==> config.mk <==
export PLATFORM = sky130hd
export DESIGN_NAME = smc_master
export DESIGN_NICKNAME = d
export VERILOG_FILES = /design/src/design/smc_pkg.sv /design/src/design/smc_master.sv
export SDC_FILE = /design/constraint.sdc
export NUM_CORES = 1
export LEC_CHECK = 0
export ABC_AREA = 1
export ABC_CLOCK_PERIOD_IN_PS = 3000
export BUFFER_PORTS_ARGS = -buffer_cell sky130_fd_sc_hd__buf_2
export CELL_PAD_IN_SITES_DETAIL_PLACEMENT = 1
export CELL_PAD_IN_SITES_GLOBAL_PLACEMENT = 1
export CORE_ASPECT_RATIO = 0.7
export CORE_MARGIN = 5
export CORE_UTILIZATION = 40
export CTS_CLUSTER_DIAMETER = 150
export DETAILED_ROUTE_END_ITERATION = 10
export PLACE_DENSITY_LB_ADDON = 0.1
export SYNTH_ARGS = -nofsm -noshare
export SYNTH_HDL_FRONTEND = slang
export SYNTH_SLANG_ARGS = --single-unit
==> constraint.sdc <==
create_clock -name clk_i -period 3 [get_ports clk_i]
set_input_delay 0.45 -clock clk_i [delete_from_list [all_inputs] [get_ports clk_i]]
set_output_delay 0.45 -clock clk_i [all_outputs]
set_load 0.02 [all_outputs]
==> src/design/smc_pkg.sv <==
// Shared constants for the serial peripheral master core.
package smc_pkg;
    // ----------------------------------------------------------------
    // Timing
    // ----------------------------------------------------------------
    localparam int SMC_CLK_MHZ = 100;
    localparam int SMC_SCLK_MAX_MHZ = 52;
    // Smallest half period in core cycles that keeps the serial clock at or below its ceiling.
    localparam int SMC_MIN_HALF = (SMC_CLK_MHZ + 2 * SMC_SCLK_MAX_MHZ - 1) / (2 * SMC_SCLK_MAX_MHZ);
    localparam logic [7:0] SMC_MIN_HALF_W = 8'(SMC_MIN_HALF);
    // ----------------------------------------------------------------
    // Word length limits and field widths
    // ----------------------------------------------------------------
    localparam logic [5:0] SMC_LEN_MIN = 6'h04;
    localparam logic [5:0] SMC_LEN_MAX = 6'h20;
    localparam int SMC_NSEL = 4;
    // ----------------------------------------------------------------
    // Duplex modes
    // ----------------------------------------------------------------
    localparam logic [1:0] SMC_DUP_FULL = 2'h0;
    localparam logic [1:0] SMC_DUP_TX = 2'h1;
    localparam logic [1:0] SMC_DUP_RX = 2'h2;
    localparam logic [1:0] SMC_DUP_BIDIR = 2'h3;
    localparam logic [2:0] SMC_CFG_THREE = 3'h3;
    typedef enum logic [2:0] {
        SMC_IDLE = 3'b000,
        SMC_DEAD = 3'b001,
        SMC_LEAD = 3'b010,
        SMC_TRAIL = 3'b011,
        SMC_GAP = 3'b100
    } smc_state_e;
endpackage : smc_pkg

==> src/design/smc_master.sv <==
// Serial peripheral master: word engine, selects, clock and data pins.
// Contract
// - Works in bus configurations one to five as the only master; clock and selects are always driven.
// - Four separate slave select outputs, each low when asserted by default.
// - Idle serial clock rests at the level given by the polarity input.
// - Optional free running serial clock in idle; dead time holds it at rest.
// - Optional high impedance on master out during idle.
// - Input first mode samples on leading edge, output changes on trailing.
// - Output first mode launches on leading edge, samples on trailing.
// - Word length programmable from 4 to 32 bits.
// - Transmit only holds master in low; receive only holds master out low.
// - Shared bidirectional data line only allowed in configuration three.
// - Programmable serial clock ticks of dead time before a select asserts.
// - By default the select is asserted per word and released between words.
// - Multiword mode holds select over a word count, clock stops between words.
// - Each select may be set active high instead of active low.
// - Serial clock never exceeds 52 MHz whatever divider is chosen.
`timescale 1ns/1ps
`default_nettype none
module smc_master
    import smc_pkg::*;
(
    // Clock and reset
    input wire logic clk_i,
    input wire logic reset_i,
    // Configuration
    input wire logic clk_idle_high_i,
    input wire logic clk_free_run_i,
    input wire logic mosi_idle_tristate_i,
    input wire logic input_first_i,
    input wire logic [5:0] word_len_i,
    input wire logic [1:0] duplex_mode_i,
    input wire logic [2:0] sys_config_i,
    input wire logic [7:0] half_period_i,
    input wire logic [7:0] dead_ticks_i,
    input wire logic held_select_multiword_i,
    input wire logic [7:0] word_count_i,
    input wire logic [3:0] select_active_high_i,
    input wire logic [1:0] select_index_i,
    // Word interface
    input wire logic start_i,
    input wire logic [31:0] tx_data_i,
    output logic busy_o,
    output logic word_done_o,
    output logic [31:0] rx_data_o,
    output logic config_error_o,
    // Serial pins
    output logic sclk_o,
    output logic mosi_o,
    output logic mosi_oe_n_o,
    input wire logic miso_i,
    output logic slave_select_zero_low_o,
    output logic slave_select_one_low_o,
    output logic slave_select_two_low_o,
    output logic slave_select_three_low_o
);
    function automatic logic [7:0] smc_half(input logic [7:0] req);
        smc_half = (req < SMC_MIN_HALF_W) ? SMC_MIN_HALF_W : req;
    endfunction : smc_half

    // ----------------------------------------------------------------
    // Pin input synchroniser
    // ----------------------------------------------------------------
    logic [2:0] miso_sync_reg;
    logic miso_reg;
    always_ff @(posedge clk_i) begin
        if (reset_i) begin
            miso_sync_reg <= 3'h0;
            miso_reg <= 1'b0;
        end else begin
            miso_sync_reg <= {miso_sync_reg[1:0], miso_i};
            if (miso_sync_reg[1] == miso_sync_reg[2]) begin
                miso_reg <= miso_sync_reg[2];
            end
        end
    end
    // A change counts as soon as the second and third stages agree.
    // Waiting for the held copy would cost a cycle and miss the bit at a half period of four.
    wire logic miso_agree = (miso_sync_reg[1] == miso_sync_reg[2]);
    wire logic miso_now = miso_agree ? miso_sync_reg[2] : miso_reg;

    // ----------------------------------------------------------------
    // Decode
    // ----------------------------------------------------------------
    wire logic [7:0] half_w = smc_half(half_period_i);
    wire logic len_ok = (word_len_i >= SMC_LEN_MIN) && (word_len_i <= SMC_LEN_MAX);
    wire logic bidir_bad = (duplex_mode_i == SMC_DUP_BIDIR) && (sys_config_i != SMC_CFG_THREE);
    wire logic cfg_bad = !len_ok || bidir_bad || (sys_config_i == 3'h0) || (sys_config_i > 3'h5);
    wire logic rx_in = (duplex_mode_i == SMC_DUP_TX) ? 1'b0 : miso_now;

    smc_state_e state_reg, state_next;
    logic [7:0] div_reg, div_next;
    logic [7:0] dead_reg, dead_next;
    logic [5:0] bit_reg, bit_next;
    logic [7:0] words_reg, words_next;
    logic [31:0] sh_reg, sh_next;
    logic [31:0] rx_reg, rx_next;
    logic [31:0] rxd_reg, rxd_next;
    logic sclk_reg, sclk_next;
    logic sel_reg, sel_next;
    logic [1:0] idx_reg, idx_next;
    logic [1:0] last_idx_reg, last_idx_next;
    logic done_reg, done_next;
    logic err_reg, err_next;
    logic mosi_reg, mosi_next;

    wire logic tick = (div_reg == 8'h00);
    wire logic [7:0] div_load = half_w - 8'h01;
    wire logic [5:0] len_m1 = word_len_i - 6'h01;
    wire logic active = (state_reg == SMC_LEAD) || (state_reg == SMC_TRAIL);
    wire logic last_bit = (bit_reg == 6'h00);
    wire logic more_words = held_select_multiword_i && (words_reg != 8'h00);
    wire logic tx_bit = (duplex_mode_i == SMC_DUP_RX) ? 1'b0 : sh_reg[len_m1[4:0]];

    // ----------------------------------------------------------------
    // Word sequencer
    // ----------------------------------------------------------------
    always_comb begin
        state_next = state_reg;
        div_next = tick ? div_load : div_reg - 8'h01;
        dead_next = dead_reg;
        bit_next = bit_reg;
        words_next = words_reg;
        sh_next = sh_reg;
        rx_next = rx_reg;
        rxd_next = rxd_reg;
        sclk_next = sclk_reg;
        sel_next = sel_reg;
        idx_next = idx_reg;
        last_idx_next = last_idx_reg;
        done_next = 1'b0;
        err_next = err_reg;
        mosi_next = mosi_reg;
        case (state_reg)
            SMC_IDLE: begin
                if (clk_free_run_i) begin
                    if (tick) begin
                        sclk_next = !sclk_reg;
                    end
                end else begin
                    sclk_next = clk_idle_high_i;
                end
                mosi_next = 1'b0;
                if (start_i) begin
                    err_next = cfg_bad;
                    if (!cfg_bad) begin
                        sh_next = tx_data_i;
                        idx_next = select_index_i;
                        words_next = held_select_multiword_i ? word_count_i - 8'h01 : 8'h00;
                        dead_next = dead_ticks_i;
                        div_next = div_load;
                        sclk_next = clk_idle_high_i;
                        state_next = SMC_DEAD;
                    end
                end
            end
            SMC_DEAD: begin
                sclk_next = clk_idle_high_i;
                if (tick) begin
                    if (dead_reg == 8'h00) begin
                        sel_next = 1'b1;
                        last_idx_next = idx_reg;
                        bit_next = len_m1;
                        rx_next = 32'h0;
                        if (!input_first_i) begin
                            mosi_next = tx_bit;
                        end
                        state_next = SMC_LEAD;
                    end else begin
                        dead_next = dead_reg - 8'h01;
                    end
                end
            end
            SMC_LEAD: begin
                if (tick) begin
                    sclk_next = !clk_idle_high_i;
                    if (input_first_i) begin
                        rx_next = {rx_reg[30:0], rx_in};
                    end else begin
                        mosi_next = tx_bit;
                    end
                    state_next = SMC_TRAIL;
                end
            end
            SMC_TRAIL: begin
                if (tick) begin
                    sclk_next = clk_idle_high_i;
                    if (!input_first_i) begin
                        rx_next = {rx_reg[30:0], rx_in};
                    end
                    sh_next = {sh_reg[30:0], 1'b0};
                    if (last_bit) begin
                        rxd_next = input_first_i ? rx_reg : {rx_reg[30:0], rx_in};
                        done_next = 1'b1;
                        state_next = SMC_GAP;
                    end else begin
                        bit_next = bit_reg - 6'h01;
                        if (input_first_i) begin
                            mosi_next = (duplex_mode_i == SMC_DUP_RX) ? 1'b0 : sh_reg[len_m1[4:0] - 5'h01];
                        end
                        state_next = SMC_LEAD;
                    end
                end
            end
            SMC_GAP: begin
                sclk_next = clk_idle_high_i;
                if (more_words) begin
                    if (start_i) begin
                        sh_next = tx_data_i;
                        words_next = words_reg - 8'h01;
                        dead_next = dead_ticks_i;
                        state_next = SMC_DEAD;
                    end
                end else begin
                    sel_next = 1'b0;
                    state_next = SMC_IDLE;
                end
            end
            default: begin
                state_next = SMC_IDLE;
            end
        endcase
        if (state_reg == SMC_DEAD && tick && dead_reg == 8'h00 && input_first_i) begin
            mosi_next = tx_bit;
        end
    end

    always_ff @(posedge clk_i) begin
        if (reset_i) begin
            state_reg <= SMC_IDLE;
            div_reg <= 8'h00;
            dead_reg <= 8'h00;
            bit_reg <= 6'h00;
            words_reg <= 8'h00;
            sh_reg <= 32'h0;
            rx_reg <= 32'h0;
            rxd_reg <= 32'h0;
            sclk_reg <= 1'b0;
            sel_reg <= 1'b0;
            idx_reg <= 2'h0;
            last_idx_reg <= 2'h0;
            done_reg <= 1'b0;
            err_reg <= 1'b0;
            mosi_reg <= 1'b0;
        end else begin
            state_reg <= state_next;
            div_reg <= div_next;
            dead_reg <= dead_next;
            bit_reg <= bit_next;
            words_reg <= words_next;
            sh_reg <= sh_next;
            rx_reg <= rx_next;
            rxd_reg <= rxd_next;
            sclk_reg <= sclk_next;
            sel_reg <= sel_next;
            idx_reg <= idx_next;
            last_idx_reg <= last_idx_next;
            done_reg <= done_next;
            err_reg <= err_next;
            mosi_reg <= mosi_next;
        end
    end

    // ----------------------------------------------------------------
    // Pin drive
    // ----------------------------------------------------------------
    // Selects decode from the latched index so a host change mid word cannot glitch a line.
    logic [3:0] sel_onehot;
    assign sel_onehot = sel_reg ? (4'h1 << idx_reg) : 4'h0;
    wire logic [3:0] sel_pins = ~(sel_onehot ^ select_active_high_i);
    assign slave_select_zero_low_o = sel_pins[0];
    assign slave_select_one_low_o = sel_pins[1];
    assign slave_select_two_low_o = sel_pins[2];
    assign slave_select_three_low_o = sel_pins[3];
    assign sclk_o = sclk_reg;
    assign mosi_o = mosi_reg;
    // Only an idle bus with tri-state on releases the line; the shared line has no turnaround and is driven while selected.
    wire logic idle_bus = !sel_reg;
    assign mosi_oe_n_o = (idle_bus && mosi_idle_tristate_i) ? 1'b1 : 1'b0;
    assign busy_o = (state_reg != SMC_IDLE);
    assign word_done_o = done_reg;
    assign rx_data_o = rxd_reg;
    assign config_error_o = err_reg;

    // ----------------------------------------------------------------
    // Checks
    // ----------------------------------------------------------------
    // Cycles since the serial clock last moved, so the rate check measures real half periods.
    logic [7:0] sclk_age_reg;
    always_ff @(posedge clk_i) begin
        if (reset_i) begin
            sclk_age_reg <= 8'h00;
        end else if (sclk_next != sclk_reg) begin
            sclk_age_reg <= 8'h00;
        end else if (sclk_age_reg != 8'hff) begin
            sclk_age_reg <= sclk_age_reg + 8'h01;
        end
    end
endmodule : smc_master
`default_nettype wire

==> flow_summary.json <==
{
  "status": "completed",
  "whs_ps": 216,
  "drc_errors": 0,
  "worstReg2RegStart": "words_reg[0]",
  "global_route_wire_length_before_repair_mm": 46.1,
  "path_class": "reg2reg",
  "synth_top_family_by_area": "simple AND/OR/NAND/NOR gates",
  "drt_first_iter_violations": 691,
  "syn_inst": 1374,
  "cts_post_setup_buffers_inserted": 0,
  "worstPathArrival_ps": 2720,
  "wire_per_inst_um": 16.0,
  "gpl.final_weighted_congestion": 0.870,
  "finalSetupTns_ps": 0,
  "antenna_found_initial": 0,
  "setup.reg_to_reg.worst_slack_ps": 560,
  "route.vias.total": 9139,
  "cellLeakagePower_nw": 4.32,
  "synthDistinctLibCells": 36,
  "synth_warnings": 0,
  "maxClockFrequency_ghz": 0.411,
  "regToRegEndpoint": "words_reg[3]",
  "fin_crit_sh_pct": 81.2,
  "finalWorstSetupSlack_ps": 565,
  "worst_ep_required_time_ps": 3290,
  "pre_antenna_drt_iters": 4,
  "worst_hold_path_type": "in2reg",
  "initial_core_util_pct": 40.8,
  "tritoncts": "built",
  "hold_violations": 0,
  "worstSkewPairLatency_ps": 430,
  "cts_max_path_buffers": 2,
  "yosysTopAreaCellShare_pct": 33.0,
  "timing.max_cap.violations": 0,
  "first_global_vias": 9047,
  "synth_compound_area_share_pct": 18.5,
  "synth_area_in_adders_pct": 1.77,
  "rr_worst_depth": 8,
  "critical_path_peak_fanout": 15,
  "post-dp-hpwl_mm": 19.9,
  "gr-usage-all-layers_pct": 22.9,
  "rsz0062_at_grt": "false",
  "route.antenna.remaining_nets": 0,
  "min_period_ps": 2440,
  "timing.critical_path.to": "words_reg[3]",
  "cts.htree.levels": 4,
  "globalRoute.totalOverflow": 0,
  "post_cts_resize_count": 0,
  "dieArea_mm2": 0.0243,
  "syn-num-nets": 1468,
  "row_count": 44,
  "worst_ir_drop_on_vdd_v": 0.000503,
  "post-synth-top-area-cell": "sky130_fd_sc_hd__dfxtp_1",
  "worst_clock_skew_ps": 12.0,
  "cts.reportedPaths.clkPinSlew_ps": 70,
  "tritoncts.num_buffers": 17,
  "grt_start_max_net_pins": 65,
  "startpoint_type": "register",
  "worstMarginPinSlew_ps": 672,
  "die_w_um": 184,
  "post_synth_and_or_nand_nor_area_fraction_pct": 33.6,
  "pre_cts_slack_ps": 471,
  "share_of_synthesized_area_occupied_by_flip_flops_and_latches_pct": 33.0,
  "multi_input_comb_area_mm2": 0.00480,
  "yosys-top-cells-area": "sky130_fd_sc_hd__dfxtp_1 33%, sky130_fd_sc_hd__nand2_1 17%, sky130_fd_sc_hd__o21ai_0 11%, sky130_fd_sc_hd__nor2_1 6.9%, sky130_fd_sc_hd__a21oi_1 6.0%",
  "final-seq-area_mm2": 0.00280,
  "syn_avg_cell_area_um2": 6.17,
  "cp-end-kind": "register",
  "synthesis.area_mm2": 0.00848,
  "synthXorXnorAreaFrac_pct": 2.58,
  "synth.ff_latch_count": 140,
  "ctsRootBufferMaster": "sky130_fd_sc_hd__clkbuf_16",
  "wl_mm": 28.0,
  "cts.sink_count": 140,
  "max-slew-margin-rel_pct": 55.2,
  "setup-violations-final": 0,
  "insertedDiodeCount": 0,
  "filler_cell_count": 2878,
  "via_per_inst": 5.21,
  "crit_start": "words_reg[0]",
  "finalMaxSlewViolations": 0,
  "synth.area.mux_share_pct": 0,
  "io_buffer_count": 123,
  "most_frequent_standard_cell_in_the_layout_excluding_fill_and_tap_cells": "sky130_fd_sc_hd__nand2_1",
  "layout_overhead_on_the_synthesized_area_pct": 16.5,
  "post_cts_hold_buffer_count": 0,
  "p_per_area_mw_per_mm2": 860,
  "drive_gt1_share_pct": 14.0,
  "die-height_um": 132,
  "io_pins": 124,
  "final_net_count": 1560,
  "layout.cells.most_common_list": "378 x sky130_fd_sc_hd__nand2_1, 181 x sky130_fd_sc_hd__o21ai_0, 156 x sky130_fd_sc_hd__nor2_1, 140 x sky130_fd_sc_hd__dfxtp_1, 133 x sky130_fd_sc_hd__inv_1",
  "core_area_mm2": 0.0208
}
-- metal layers --
layer | track usage (%) | up-vias | part of all wire, %
met4 | 4.76 | 0 | 0.88
met2 | 35.0 | 171 | 43
li1 | - | 4599 | -
met1 | 34.0 | 4351 | 52
met3 | 3.89 | 18 | 4.6
met5 | 0 | - | 0
-- critical path, cell delays in order (launching register included) --
cell and delay, ps:
sky130_fd_sc_hd__dfxtp_1 330, sky130_fd_sc_hd__inv_1 90, sky130_fd_sc_hd__ha_1 220, sky130_fd_sc_hd__a31oi_1 370, sky130_fd_sc_hd__nor2_2 130, sky130_fd_sc_hd__nor2_1 190, sky130_fd_sc_hd__nand3_1 500, sky130_fd_sc_hd__o21ai_0 400
sky130_fd_sc_hd__a21oi_1 70
-- cell usage after synthesis, drive strengths merged --
master	n
a211oi	6
a21o	1
a21oi	102
a22oi	2
a31oi	5
buf	24
clkbuf	50
clkinv	2
dfxtp	140
ha	12
inv	144
nand2	382
nand3	61
nand3b	33
nand4	13
nor2	165
nor3	14
nor4	2
o211ai	2
o21a	1
o21ai	182
o22ai	4
or2	2
xnor2	8
xor2	17
-- final cells by class --
type,instances,share of cell area (%)
inverter,146,5.55
timing repair buffer,147,8.18
sequential,140,28.4
tap,276,3.50
clock inverter,15,1.55
clock buffer,17,4.31
multi-input combinational,1014,48.6
-- worst min-delay path by stage --
stage,start,end,slack [ps],depth (start not counted)
finish,miso_i,miso_sync_reg[0],220,3
global placement,miso_sync_reg[0],miso_sync_reg[1],400,2
floorplan,miso_sync_reg[0],miso_sync_reg[1],390,2
detailed placement,miso_sync_reg[0],miso_sync_reg[1],400,2
global route,miso_i,miso_sync_reg[0],220,3
CTS,miso_i,miso_sync_reg[0],210,3
-- cell families (layout without fill, tap and decap cells) --
logic type      count (synthesis)  after routing
fa+ha+maj                      12             12
buf+inv                       220            325
xor+xnor                       25             25
simple gates                  672            672
compound gates                305            305
flops                         140            140
-- through the flow --
stage | cell area, um2 | power, W | utilization [%] | instances
after floorplan | 8480 | 0.00541 | - | 1374
after global placement | 9300 | 0.00623 | 44.7 | 1723
after detailed placement | 9300 | 0.00636 | 44.7 | 1723
after CTS | 9880 | 0.00852 | 47.5 | 1755
after global routing | 9880 | 0.00914 | 47.5 | 1755
final | 9880 | 0.00849 | 47.5 | 1755
-- power breakdown --
group / total, W / switching [W] / internal (W) / leakage (nW)
combinational: 0.00389 / 0.00268 / 0.00121 / 2.89
clock: 0.00211 / 0.000942 / 0.00117 / 0.282
sequential: 0.00249 / 0.000252 / 0.00224 / 1.14
(Power assumes the default switching activity.)
